==> src/hdl/pwm_out_trig_defs.vh <==
// Constants for the PWM output and trigger control block.
`ifndef PWM_OUT_TRIG_DEFS_VH
`define PWM_OUT_TRIG_DEFS_VH

// ==========================================================================
// Register word indices
// ==========================================================================
`define OFS_ALT_DEAD_TIME 4'h0
`define OFS_TRIGGER_CONTROL 4'h1
`define OFS_OUTPUT_PIN_CONTROL 4'h2
`define OFS_PRIMARY_TRIGGER_COMPARE 4'h3
`define OFS_FAULT_CONTROL 4'h4
`define OFS_STATUS 4'h5

// ==========================================================================
// Reset values and writable masks
// ==========================================================================
`define RST_ALT_DEAD_TIME 16'h0000
`define RST_TRIGGER_CONTROL 16'h0000
`define RST_OUTPUT_PIN_CONTROL 16'hc000
`define RST_PRIMARY_TRIGGER_COMPARE 16'h0000
`define RST_FAULT_CONTROL 16'h0000
`define MSK_ALT_DEAD_TIME 16'h3fff
`define MSK_TRIGGER_CONTROL 16'hf0bf
`define MSK_OUTPUT_PIN_CONTROL 16'hffff
`define MSK_PRIMARY_TRIGGER_COMPARE 16'hfff8
`define MSK_FAULT_CONTROL 16'h8103

// ==========================================================================
// Field positions
// ==========================================================================
`define TRG_DIV_HI 15
`define TRG_DIV_LO 12
`define TRG_DUAL_BIT 7
`define TRG_START_HI 5
`define TRG_START_LO 0
`define IO_HIGH_OWN_BIT 15
`define IO_LOW_OWN_BIT 14
`define IO_HIGH_POL_BIT 13
`define IO_LOW_POL_BIT 12
`define IO_MODE_HI 11
`define IO_MODE_LO 10
`define IO_HIGH_OVR_BIT 9
`define IO_LOW_OVR_BIT 8
`define IO_OVR_HI 7
`define IO_OVR_LO 6
`define IO_FAULT_HI 5
`define IO_FAULT_LO 4
`define IO_LIMIT_HI 3
`define IO_LIMIT_LO 2
`define IO_SWAP_BIT 1
`define IO_SYNC_BIT 0
`define FC_INDEP_BIT 15
`define FC_LIMIT_EN_BIT 8
`define FC_MODE_HI 1
`define FC_MODE_LO 0

// ==========================================================================
// Encodings
// ==========================================================================
`define PAIR_COMPLEMENTARY 2'h0
`define PAIR_REDUNDANT 2'h1
`define PAIR_PUSH_PULL 2'h2
`define PAIR_INDEPENDENT 2'h3
`define FAULT_LATCHED 2'h0
`define FAULT_CYCLE 2'h1
`define FAULT_DISABLED 2'h3
`define RESP_OKAY 2'h0
`define RESP_SLVERR 2'h2

`endif

==> src/hdl/pwm_output_and_trigger_control.v <==
// Output steering, fault forcing and ADC trigger logic of one PWM generator.
`timescale 1ns/1ps
`default_nettype none
`include "pwm_out_trig_defs.vh"

// ==========================================================================
// Output and trigger control
module pwm_output_and_trigger_control (
  input wire aclk,
  input wire aresetn,
  input wire [31:0] s_axi_awaddr,
  input wire s_axi_awvalid,
  output wire s_axi_awready,
  input wire [31:0] s_axi_wdata,
  input wire [3:0] s_axi_wstrb,
  input wire s_axi_wvalid,
  output wire s_axi_wready,
  output reg [1:0] s_axi_bresp,
  output reg s_axi_bvalid,
  input wire s_axi_bready,
  input wire [31:0] s_axi_araddr,
  input wire s_axi_arvalid,
  output wire s_axi_arready,
  output reg [31:0] s_axi_rdata,
  output reg [1:0] s_axi_rresp,
  output reg s_axi_rvalid,
  input wire s_axi_rready,
  input wire module_enable,
  input wire [15:0] time_base,
  input wire cycle_start,
  input wire gen_high,
  input wire gen_low,
  input wire secondary_trigger_event,
  input wire fault_in,
  input wire limit_in,
  input wire gpio_high,
  input wire gpio_low,
  output reg high_side_output,
  output reg low_side_output,
  output reg high_pin_oe,
  output reg low_pin_oe,
  output reg adc_trigger,
  output reg adc_trigger_secondary,
  output reg trigger_irq,
  output wire [13:0] alt_dead_time_value
);

  // ========================================================================
  // Helpers
  function [15:0] merge;
    input [15:0] old;
    input [31:0] data;
    input [3:0] strb;
    input [15:0] mask;
    reg [15:0] v;
    begin
      v = old;
      if (strb[0]) begin
        v[7:0] = data[7:0];
      end
      if (strb[1]) begin
        v[15:8] = data[15:8];
      end
      merge = v & mask;
    end
  endfunction

  function [3:0] word_index;
    input [31:0] addr;
    begin
      if (addr[31:6] != 26'h0 || addr[1:0] != 2'h0) begin
        word_index = 4'hf;
      end else begin
        word_index = addr[5:2];
      end
    end
  endfunction

  // ========================================================================
  // Registers
  reg [15:0] alt_dead_time_q;
  reg [15:0] trigger_control_q;
  reg [15:0] output_pin_control_q;
  reg [15:0] primary_trigger_compare_q;
  reg [15:0] fault_control_q;
  reg fault_latched_q;
  reg cycle_fault_q;
  reg trigger_armed_q;

  assign alt_dead_time_value = alt_dead_time_q[13:0];

  wire [3:0] trigger_divider = trigger_control_q[`TRG_DIV_HI:`TRG_DIV_LO];
  wire dual_trigger_combine = trigger_control_q[`TRG_DUAL_BIT];
  wire [5:0] trigger_start_delay =
    trigger_control_q[`TRG_START_HI:`TRG_START_LO];
  wire high_pin_own = output_pin_control_q[`IO_HIGH_OWN_BIT];
  wire low_pin_own = output_pin_control_q[`IO_LOW_OWN_BIT];
  wire high_pin_polarity = output_pin_control_q[`IO_HIGH_POL_BIT];
  wire low_pin_polarity = output_pin_control_q[`IO_LOW_POL_BIT];
  wire [1:0] pair_output_mode =
    output_pin_control_q[`IO_MODE_HI:`IO_MODE_LO];
  wire [1:0] fault_pin_state =
    output_pin_control_q[`IO_FAULT_HI:`IO_FAULT_LO];
  wire [1:0] limit_pin_state =
    output_pin_control_q[`IO_LIMIT_HI:`IO_LIMIT_LO];
  wire swap_pins = output_pin_control_q[`IO_SWAP_BIT];
  wire override_sync = output_pin_control_q[`IO_SYNC_BIT];
  wire independent_fault_select = fault_control_q[`FC_INDEP_BIT];
  wire current_limit_enable = fault_control_q[`FC_LIMIT_EN_BIT];
  wire [1:0] fault_mode_select = fault_control_q[`FC_MODE_HI:`FC_MODE_LO];

  // ========================================================================
  // AXI4-Lite slave
  reg aw_held_q;
  reg w_held_q;
  reg [31:0] aw_addr_q;
  reg [31:0] w_data_q;
  reg [3:0] w_strb_q;

  assign s_axi_awready = !aw_held_q && !s_axi_bvalid;
  assign s_axi_wready = !w_held_q && !s_axi_bvalid;
  assign s_axi_arready = !s_axi_rvalid;

  wire aw_now = aw_held_q || s_axi_awvalid;
  wire w_now = w_held_q || s_axi_wvalid;
  wire do_write = aw_now && w_now && !s_axi_bvalid;
  wire [31:0] wr_addr = aw_held_q ? aw_addr_q : s_axi_awaddr;
  wire [31:0] wr_data = w_held_q ? w_data_q : s_axi_wdata;
  wire [3:0] wr_strb = w_held_q ? w_strb_q : s_axi_wstrb;
  wire [3:0] wr_idx = word_index(wr_addr);
  wire wr_mapped = wr_idx <= `OFS_STATUS;
  wire status_clear = do_write && wr_idx == `OFS_STATUS &&
    wr_strb[0] && wr_data[0];

  always @(posedge aclk) begin
    if (!aresetn) begin
      aw_held_q <= 1'b0;
      w_held_q <= 1'b0;
      aw_addr_q <= 32'h0;
      w_data_q <= 32'h0;
      w_strb_q <= 4'h0;
      s_axi_bvalid <= 1'b0;
      s_axi_bresp <= `RESP_OKAY;
    end else begin
      if (do_write) begin
        aw_held_q <= 1'b0;
        w_held_q <= 1'b0;
        s_axi_bvalid <= 1'b1;
        s_axi_bresp <= wr_mapped ? `RESP_OKAY : `RESP_SLVERR;
      end else begin
        if (s_axi_awvalid && s_axi_awready) begin
          aw_held_q <= 1'b1;
          aw_addr_q <= s_axi_awaddr;
        end
        if (s_axi_wvalid && s_axi_wready) begin
          w_held_q <= 1'b1;
          w_data_q <= s_axi_wdata;
          w_strb_q <= s_axi_wstrb;
        end
        if (s_axi_bvalid && s_axi_bready) begin
          s_axi_bvalid <= 1'b0;
        end
      end
    end
  end

  always @(posedge aclk) begin
    if (!aresetn) begin
      alt_dead_time_q <= `RST_ALT_DEAD_TIME;
      trigger_control_q <= `RST_TRIGGER_CONTROL;
      output_pin_control_q <= `RST_OUTPUT_PIN_CONTROL;
      primary_trigger_compare_q <= `RST_PRIMARY_TRIGGER_COMPARE;
      fault_control_q <= `RST_FAULT_CONTROL;
    end else if (do_write) begin
      if (wr_idx == `OFS_ALT_DEAD_TIME) begin
        alt_dead_time_q <= merge(alt_dead_time_q, wr_data, wr_strb,
          `MSK_ALT_DEAD_TIME);
      end else if (wr_idx == `OFS_TRIGGER_CONTROL) begin
        trigger_control_q <= merge(trigger_control_q, wr_data, wr_strb,
          `MSK_TRIGGER_CONTROL);
      end else if (wr_idx == `OFS_OUTPUT_PIN_CONTROL) begin
        // Pair mode stays writable while enabled; software keeps off it.
        output_pin_control_q <= merge(output_pin_control_q, wr_data,
          wr_strb, `MSK_OUTPUT_PIN_CONTROL);
      end else if (wr_idx == `OFS_PRIMARY_TRIGGER_COMPARE) begin
        primary_trigger_compare_q <= merge(primary_trigger_compare_q,
          wr_data, wr_strb, `MSK_PRIMARY_TRIGGER_COMPARE);
      end else if (wr_idx == `OFS_FAULT_CONTROL) begin
        fault_control_q <= merge(fault_control_q, wr_data, wr_strb,
          `MSK_FAULT_CONTROL);
      end
    end
  end

  reg [15:0] rd_word;
  wire [3:0] rd_idx = word_index(s_axi_araddr);

  always @* begin
    rd_word = 16'h0000;
    if (rd_idx == `OFS_ALT_DEAD_TIME) begin
      rd_word = alt_dead_time_q;
    end else if (rd_idx == `OFS_TRIGGER_CONTROL) begin
      rd_word = trigger_control_q;
    end else if (rd_idx == `OFS_OUTPUT_PIN_CONTROL) begin
      rd_word = output_pin_control_q;
    end else if (rd_idx == `OFS_PRIMARY_TRIGGER_COMPARE) begin
      rd_word = primary_trigger_compare_q;
    end else if (rd_idx == `OFS_FAULT_CONTROL) begin
      rd_word = fault_control_q;
    end else if (rd_idx == `OFS_STATUS) begin
      rd_word = {11'h000, low_side_output, high_side_output,
        trigger_armed_q, cycle_fault_q, fault_latched_q};
    end
  end

  always @(posedge aclk) begin
    if (!aresetn) begin
      s_axi_rvalid <= 1'b0;
      s_axi_rdata <= 32'h0;
      s_axi_rresp <= `RESP_OKAY;
    end else if (s_axi_arvalid && s_axi_arready) begin
      s_axi_rvalid <= 1'b1;
      s_axi_rdata <= {16'h0000, rd_word};
      s_axi_rresp <= rd_idx <= `OFS_STATUS ? `RESP_OKAY : `RESP_SLVERR;
    end else if (s_axi_rvalid && s_axi_rready) begin
      s_axi_rvalid <= 1'b0;
    end
  end

  // ========================================================================
  // Fault and current-limit inputs
  reg [1:0] fault_sync_q;
  reg [1:0] limit_sync_q;
  wire fault_now = fault_sync_q[1];
  wire limit_now = limit_sync_q[1] && current_limit_enable;

  always @(posedge aclk) begin
    if (!aresetn) begin
      fault_sync_q <= 2'b00;
      limit_sync_q <= 2'b00;
    end else begin
      fault_sync_q <= {fault_sync_q[0], fault_in};
      limit_sync_q <= {limit_sync_q[0], limit_in};
    end
  end

  // A new fault wins over a clear written in the same cycle.
  always @(posedge aclk) begin
    if (!aresetn) begin
      fault_latched_q <= 1'b0;
      cycle_fault_q <= 1'b0;
    end else begin
      if (fault_mode_select == `FAULT_LATCHED && fault_now) begin
        fault_latched_q <= 1'b1;
      end else if (status_clear || fault_mode_select != `FAULT_LATCHED) begin
        fault_latched_q <= 1'b0;
      end
      if (fault_mode_select == `FAULT_CYCLE && fault_now) begin
        cycle_fault_q <= 1'b1;
      end else if (cycle_start || fault_mode_select != `FAULT_CYCLE) begin
        cycle_fault_q <= 1'b0;
      end
    end
  end

  // Reserved mode 10 behaves as disabled.
  wire fault_force = fault_mode_select == `FAULT_LATCHED ?
    (fault_now || fault_latched_q) :
    fault_mode_select == `FAULT_CYCLE ? (fault_now || cycle_fault_q) :
    1'b0;

  // ========================================================================
  // Pair mode shaping
  reg push_phase_q;

  always @(posedge aclk) begin
    if (!aresetn) begin
      push_phase_q <= 1'b0;
    end else if (cycle_start) begin
      push_phase_q <= !push_phase_q;
    end
  end

  reg pair_high;
  reg pair_low;

  always @* begin
    pair_high = gen_high;
    pair_low = gen_low;
    case (pair_output_mode)
      `PAIR_COMPLEMENTARY: begin
        pair_low = !gen_high;
      end
      `PAIR_REDUNDANT: begin
        pair_low = gen_high;
      end
      `PAIR_PUSH_PULL: begin
        pair_high = gen_high && !push_phase_q;
        pair_low = gen_high && push_phase_q;
      end
      default: begin
        pair_low = gen_low;
      end
    endcase
  end

  // ========================================================================
  // Override staging
  reg [3:0] override_q;
  wire [3:0] override_reg = {output_pin_control_q[`IO_HIGH_OVR_BIT],
    output_pin_control_q[`IO_LOW_OVR_BIT],
    output_pin_control_q[`IO_OVR_HI:`IO_OVR_LO]};
  wire [3:0] override_eff = override_sync ? override_q : override_reg;

  // Synchronised overrides wait for the cycle boundary to avoid runt pulses.
  always @(posedge aclk) begin
    if (!aresetn) begin
      override_q <= 4'h0;
    end else if (cycle_start || !override_sync) begin
      override_q <= override_reg;
    end
  end

  // ========================================================================
  // Output selection
  reg sel_high;
  reg sel_low;
  reg phys_high;
  reg phys_low;

  always @* begin
    sel_high = pair_high;
    sel_low = pair_low;
    if (override_eff[3]) begin
      sel_high = override_eff[1];
    end
    if (override_eff[2]) begin
      sel_low = override_eff[0];
    end
    if (independent_fault_select) begin
      if (limit_now) begin
        sel_high = fault_pin_state[1];
      end
      if (fault_force) begin
        sel_low = fault_pin_state[0];
      end
    end else if (fault_force) begin
      sel_high = fault_pin_state[1];
      sel_low = fault_pin_state[0];
    end else if (limit_now) begin
      sel_high = limit_pin_state[1];
      sel_low = limit_pin_state[0];
    end
    if (swap_pins) begin
      phys_high = sel_low;
      phys_low = sel_high;
    end else begin
      phys_high = sel_high;
      phys_low = sel_low;
    end
    phys_high = phys_high ^ high_pin_polarity;
    phys_low = phys_low ^ low_pin_polarity;
  end

  always @(posedge aclk) begin
    if (!aresetn) begin
      high_side_output <= 1'b0;
      low_side_output <= 1'b0;
      high_pin_oe <= 1'b0;
      low_pin_oe <= 1'b0;
    end else begin
      high_side_output <= high_pin_own ? phys_high : gpio_high;
      low_side_output <= low_pin_own ? phys_low : gpio_low;
      high_pin_oe <= high_pin_own;
      low_pin_oe <= low_pin_own;
    end
  end

  // ========================================================================
  // Trigger path
  reg enable_seen_q;
  reg [5:0] start_count_q;
  reg [3:0] event_count_q;

  wire primary_match = module_enable &&
    time_base == primary_trigger_compare_q;
  wire primary_event = primary_match && trigger_armed_q;
  wire secondary_ok = secondary_trigger_event && module_enable &&
    trigger_armed_q;
  wire divider_hit = primary_event && event_count_q == trigger_divider;

  // The delay restarts each time the module is enabled again.
  always @(posedge aclk) begin
    if (!aresetn) begin
      enable_seen_q <= 1'b0;
      trigger_armed_q <= 1'b0;
      start_count_q <= 6'h00;
    end else begin
      enable_seen_q <= module_enable;
      if (!module_enable) begin
        trigger_armed_q <= 1'b0;
        start_count_q <= 6'h00;
      end else if (!enable_seen_q) begin
        trigger_armed_q <= trigger_start_delay == 6'h00;
      end else if (!trigger_armed_q && cycle_start) begin
        if (start_count_q + 6'h01 >= trigger_start_delay) begin
          trigger_armed_q <= 1'b1;
        end
        start_count_q <= start_count_q + 6'h01;
      end
    end
  end

  always @(posedge aclk) begin
    if (!aresetn || !module_enable) begin
      event_count_q <= 4'h0;
    end else if (divider_hit) begin
      event_count_q <= 4'h0;
    end else if (primary_event) begin
      event_count_q <= event_count_q + 4'h1;
    end
  end

  always @(posedge aclk) begin
    if (!aresetn) begin
      adc_trigger <= 1'b0;
      adc_trigger_secondary <= 1'b0;
      trigger_irq <= 1'b0;
    end else begin
      adc_trigger <= divider_hit ||
        (dual_trigger_combine && secondary_ok);
      adc_trigger_secondary <= !dual_trigger_combine && secondary_ok;
      trigger_irq <= divider_hit;
    end
  end

endmodule
`default_nettype wire

==> config.mk <==
export PLATFORM = sky130hd
export DESIGN_NAME = pwm_output_and_trigger_control
export DESIGN_NICKNAME = d
export VERILOG_FILES = /design/src/hdl/pwm_output_and_trigger_control.v
export VERILOG_INCLUDE_DIRS = /design/src /design/src/hdl
export SDC_FILE = /design/constraint.sdc
export NUM_CORES = 1
export LEC_CHECK = 0
export BUFFER_PORTS_ARGS = -buffer_cell sky130_fd_sc_hd__buf_2
export CORE_ASPECT_RATIO = 1.5
export CORE_MARGIN = 8
export CORE_UTILIZATION = 50
export DETAILED_ROUTE_END_ITERATION = 8
export GPL_TIMING_DRIVEN = 0
export PLACE_DENSITY = 0.84
export SYNTH_ARGS = -nofsm -noshare
export SYNTH_HDL_FRONTEND = slang
export SYNTH_SLANG_ARGS = --single-unit
==> constraint.sdc <==
create_clock -name aclk -period 2.7 [get_ports aclk]
set_input_delay 0.54 -clock aclk [delete_from_list [all_inputs] [get_ports aclk]]
set_output_delay 0.54 -clock aclk [all_outputs]
set_load 0.02 [all_outputs]
## Word-level counts from Yosys, hierarchy flattened

Index checks and enable logic that the tools add are counted.
Widths: inputs -> output; s select.

- Word-level logic and storage cells: 189
- Input port bits: 132
- Flip-flop bits (word level): 162
- Memory bits (read-only): 0
- Memories: 0
- Latch bits: 0
- Output and inout bits: 62
- Bits in writable memories: 0

- Add/sub/neg operators: 2
- $lt $le $gt $ge: 3
- Muxes and demuxes: 43
- Eq/ne operators: 18
- Shift-type cells: 0
- Divide/modulo/power cells: 0
- $mul: 0
- Reduce and logical (&&, ||, !) cells: 78
- Bitwise gates (word level): 8

Operator list:

| cell | number |
|---|---|
| $mux 16 | 6 |
| $reduce_bool 26->1 | 2 |
| $mux 32 | 1 |
| $mux 1 | 28 |
| $logic_and 1x1->1 | 25 |
| $eq 16x16->1 | 1 |
| $eq 4x2->1 const B | 4 |
| $eq 4x3->1 const B | 4 |
| $reduce_and 7->1 | 2 |
| $reduce_bool 2->1 | 7 |
| $mux 4 | 3 |
| $reduce_and 6->1 | 2 |
| $logic_not 1->1 | 11 |
| $logic_or 1x1->1 | 11 |
| $reduce_and 2->1 | 5 |
| $reduce_and 5->1 | 2 |
| $eq 4x1->1 const B | 2 |
| $le 4x3->1 const B | 2 |
| $logic_not 4->1 | 2 |
| $reduce_and 4->1 | 2 |
| $add 6x1->6 const B | 1 |
| $ge 6x6->1 | 1 |
| $logic_not 6->1 | 1 |
| $mux 2 | 3 |
| 12 further kinds | 24 |

## Depth between registers and ports, before layout

- Word-level depth: 11
- Depth in mapped cells: 9
- Gate-level depth less buffers: 7

## Worst setup path after synthesis

Ideal clock, no wire load.

- Path kind: input to register
- Start: in time_base[1]
- End: reg event_count_q[2]
- Setup slack: 529 ps
- Path buffers: 0
- Required time: 2629 ps
- Stages on the path: 6
- Data arrival time: 2100 ps
- Library setup time: 71 ps
- Cells stage by stage: or3_1 nor4_1 nand4_1 or2_0 or3b_1 a21oi_1

- Cells in the longest elaborated chain, start to end: 5

Ends and longest elaborated chain:

| element | RTL line | source |
|---|---|---|
| from (decl) | pwm_output_and_trigger_control.v:29 | `input wire [15:0] time_base,` |
| $eq 16x16->1 * | pwm_output_and_trigger_control.v:386 | `time_base == primary_trigger_compare_q;` |
| $logic_and 1x1->1 * | pwm_output_and_trigger_control.v:385 | `wire primary_match = module_enable &&` |
| $logic_and 1x1->1 * | pwm_output_and_trigger_control.v:387 | `wire primary_event = primary_match && trigger_armed_q;` |
| $logic_and 1x1->1 | pwm_output_and_trigger_control.v:390 | `wire divider_hit = primary_event && event_count_q == trigger_divider;` |
| $reduce_or 2->1 (no source line) | n/a |  |
| to (signal assigned) | pwm_output_and_trigger_control.v:420 | `event_count_q <= event_count_q + 4'h1;` |
| to (decl) | pwm_output_and_trigger_control.v:383 | `reg [3:0] event_count_q;` |

Mark *: on every way between the ends. The rest lies on a longest branch, timed or not.
A chain may end at the register's enable or synchronous reset.

## Worst setup path in the final report

- Start: reg primary_trigger_compare_q[15]
- End: reg event_count_q[3]

- Cells in the longest elaborated chain, start to end: 5

Ends and longest elaborated chain:

| element | RTL line | source |
|---|---|---|
| from (decl) | pwm_output_and_trigger_control.v:84 | `reg [15:0] primary_trigger_compare_q;` |
| from (signal assigned) | pwm_output_and_trigger_control.v:172 | `` primary_trigger_compare_q <= `RST_PRIMARY_TRIGGER_COMPARE; `` |
| from (signal assigned) | pwm_output_and_trigger_control.v:186 | `primary_trigger_compare_q <= merge(primary_trigger_compare_q,` |
| $eq 16x16->1 * | pwm_output_and_trigger_control.v:386 |  |
| $logic_and 1x1->1 * | pwm_output_and_trigger_control.v:385 |  |
| $logic_and 1x1->1 * | pwm_output_and_trigger_control.v:387 |  |
| $logic_and 1x1->1 | pwm_output_and_trigger_control.v:390 |  |
| $reduce_or 2->1 (no source line) | n/a |  |

Marks and branches as above.

==> impl_metrics.env <==
export IMPL_clock_path_buffers=2
export IMPL_finalClockSkew_ps=11.0
export IMPL_port_buffers=154
export IMPL_synth_common_cells="160 x dfxtp_1, 135 x nand2_1, 90 x nor2_1, 81 x a21oi_1, 80 x mux2i_1"
export IMPL_drc=0
export IMPL_drive_above_1_share=0.223
export IMPL_cts_resized=0
export IMPL_path_clk_slew_ps=60
export IMPL_synth_largest_area_cell="dfxtp_1"
export IMPL_critical_path_class="reg -> reg"
export IMPL_fillers=1331
export IMPL_fin_area_mm2=0.00929
export IMPL_firstDrtPassIters=6
export IMPL_grt_pass1_vias=7245
export IMPL_cts_root_buffer="clkbuf_16"
export IMPL_synth_seq_cells=160
export IMPL_htree_levels=4
export IMPL_avgViaCountPerCell=5.64
export IMPL_rows=55
export IMPL_hold_viol_final=0
export IMPL_dieArea_mm2=0.0195
export IMPL_synth_seq_area_share=0.421
export IMPL_clock_sinks=160
export IMPL_dp_hpwl_mm=19.1
export IMPL_gp_congestion=1.03
export IMPL_worstSetupStartpointType="register"
export IMPL_hold_buffers=0
export IMPL_drt_total_wl_mm=24.7
export IMPL_wl_per_cell_um=19.3
export IMPL_grt_max_degree=17
export IMPL_fmax_mhz=388
export IMPL_avgSynthCellArea_um2=8.65
export IMPL_synth_area_mm2=0.00761
export IMPL_cp_slowest_stage_delay_ps=580
export IMPL_floorplan_initialDensity=0.507
export IMPL_hold_path_class="in -> reg"
export IMPL_power_mw=5.55
export IMPL_drt_iter0_markers=612
export IMPL_dieHeight_um=167
export IMPL_synthTopCellsByArea="dfxtp_1 42%, mux2i_1 11%, nand2_1 6.7%"
export IMPL_synthToLayoutAreaGrowth_pct=22.1
export IMPL_synth_edff_count=0
export IMPL_cp_required_ps=3050
export IMPL_clock_latency_ps=420
export IMPL_tightest_slew_ps=1010
export IMPL_dpl_cell_count=1250
export IMPL_crit_path_end_kind="register"
export IMPL_rsz0062_at_grt="false"
export IMPL_synth_cell_types=68
export IMPL_finalCritPeriodShare=0.954
export IMPL_power_per_cell_area_mw_per_mm2=598
export IMPL_cts_buffers=17
export IMPL_ys_flop_type="dfxtp_1"
export IMPL_status="finished clean"
export IMPL_finalNonFillerCells=1280
export IMPL_fin_crit_ps=2570
export IMPL_grt_usage=0.252
export IMPL_syn_instance_count=880
export IMPL_core_mm2=0.0150
export IMPL_die_w_um=117
export IMPL_async_flop_share=0
export IMPL_relSlewSlack=0.320
export IMPL_overflow=0
export IMPL_cp_arrival_ps=2930
export IMPL_finalSetupViolCount=0
export IMPL_slowest_stage="nor4_1"
export IMPL_synth_most_common_cell="dfxtp_1"
export IMPL_cp_max_fo=8
export IMPL_vias=7224
export IMPL_leakage_nw=4.07
export IMPL_dpl_cell_area_mm2=0.00870
export IMPL_nNetsFinal=1210
export IMPL_yosysWarnings=0
export IMPL_drv_slew=0
export IMPL_ir_worst_vdd_v=0.000369
export IMPL_ios=194
export IMPL_worstPathCellList="xor2_1 -> nor4_1 -> nand4_1 -> or2_0 -> or3_1 -> a21oi_1"
export IMPL_antenna_found_initial=0
export IMPL_antenna_cells=0
export IMPL_postCtsSetupBuffers=0
export IMPL_synth_top_area_share=0.421
export IMPL_ant_nets=0
export IMPL_maxCapViolCount=0
export IMPL_grt_first_pass_wirelength_mm=37.6
export IMPL_cts_tree="done"
[worst max-delay path: cells and delay by family (launching register included)]
| kind | cells | cell delay, ps |
|---|---|---|
| DFF | 1 | 360 |
| and+or+nand+nor | 4 | 1810 |
| AOI/OAI and AO/OA | 1 | 150 |
| xor gates and xnor gates | 1 | 180 |
[cell usage in the layout, fill, tap and decap left out, drive strengths merged, types with 5 or more instances in the layout]
master and count:
mux2 18, a31oi 9, nor2b 8, nor3 17, buf 184, a211oi 7, nand3 30, conb 18
nand4 10, clkbuf 57, dfxtp 160, nand2 136, and2 6, or3 5, nand3b 5, o21ai 21
inv 16, xor2 22, a21oi 81, mux2i 80, ha 8, nor2 90, nor4b 6, nor4 23
[per-layer routing]
layer  routed length, µm  track usage  vias to the layer above
li1                    -            -                     3432
met1                9170        0.267                     3377
met2               12300        0.434                      337
met3                1950       0.0634                       78
met4                1290        0.150                        0
met5                   0            0                        -
[cells by family after synthesis]
| kind of cell | after synthesis | share of synthesized area |
|---|---|---|
| flops | 160 | 0.421 |
| buf+inv | 81 | 0.0521 |
| simple gates | 353 | 0.230 |
| compound gates | 153 | 0.121 |
| mux | 98 | 0.132 |
| other cells | 1 | 0.000493 |
| xor+xnor | 26 | 0.0299 |
| fa+ha+maj | 8 | 0.0131 |
[power breakdown]
group	switching, mW	total, mW	internal [mW]	leakage [nW]
Clock	0.973	2.47	1.49	0.278
Sequential	0.0356	2.46	2.42	1.30
Combinational	0.405	0.630	0.225	2.50
[final cells by class]
type / instances / area [µm²] / area share
inverter: 15 / 56.3 / 0.00606
tap: 199 / 249 / 0.0268
buffer: 66 / 342 / 0.0368
clock buffer: 21 / 460 / 0.0496
multi-input combinational: 656 / 4080 / 0.439
sequential: 160 / 3200 / 0.345
timing repair buffer: 154 / 771 / 0.0830
clock inverter: 9 / 134 / 0.0144
[final timing paths]
| check | startpoint | to | slack [ps] | cells past startpoint |
|---|---|---|---|---|
| min | s_axi_rready | s_axi_rvalid | 300 | 2 |
| max | primary_trigger_compare_q[15] | event_count_q[3] | 130 | 6 |
| max reg2reg | primary_trigger_compare_q[15] | event_count_q[3] | 130 | 6 |
| min reg2reg | limit_sync_q[0] | limit_sync_q[1] | 430 | 1 |
[state kept, by name, indices dropped and copies added (netlist names), 6 cells and up]
register                   flops
trigger_control_q             11
primary_trigger_compare_q     13
s_axi_rdata                   16
alt_dead_time_q               14
aw_addr_q                     32
start_count_q                  6
w_data_q                      16
output_pin_control_q          16
[metrics by stage]
stage,utilization,TNS [ps],hold WS (ps),setup WS (ps)
final,0.619,0,303,125
after detailed placement,0.580,-145,421,-57.8
after CTS,0.619,0,302,27.0
after global routing,0.619,0,301,62.5
after global placement,0.580,-73.8,414,-50.8
after floorplan,-,0,412,529
No activity file was read; power rests on OpenSTA's default activity.
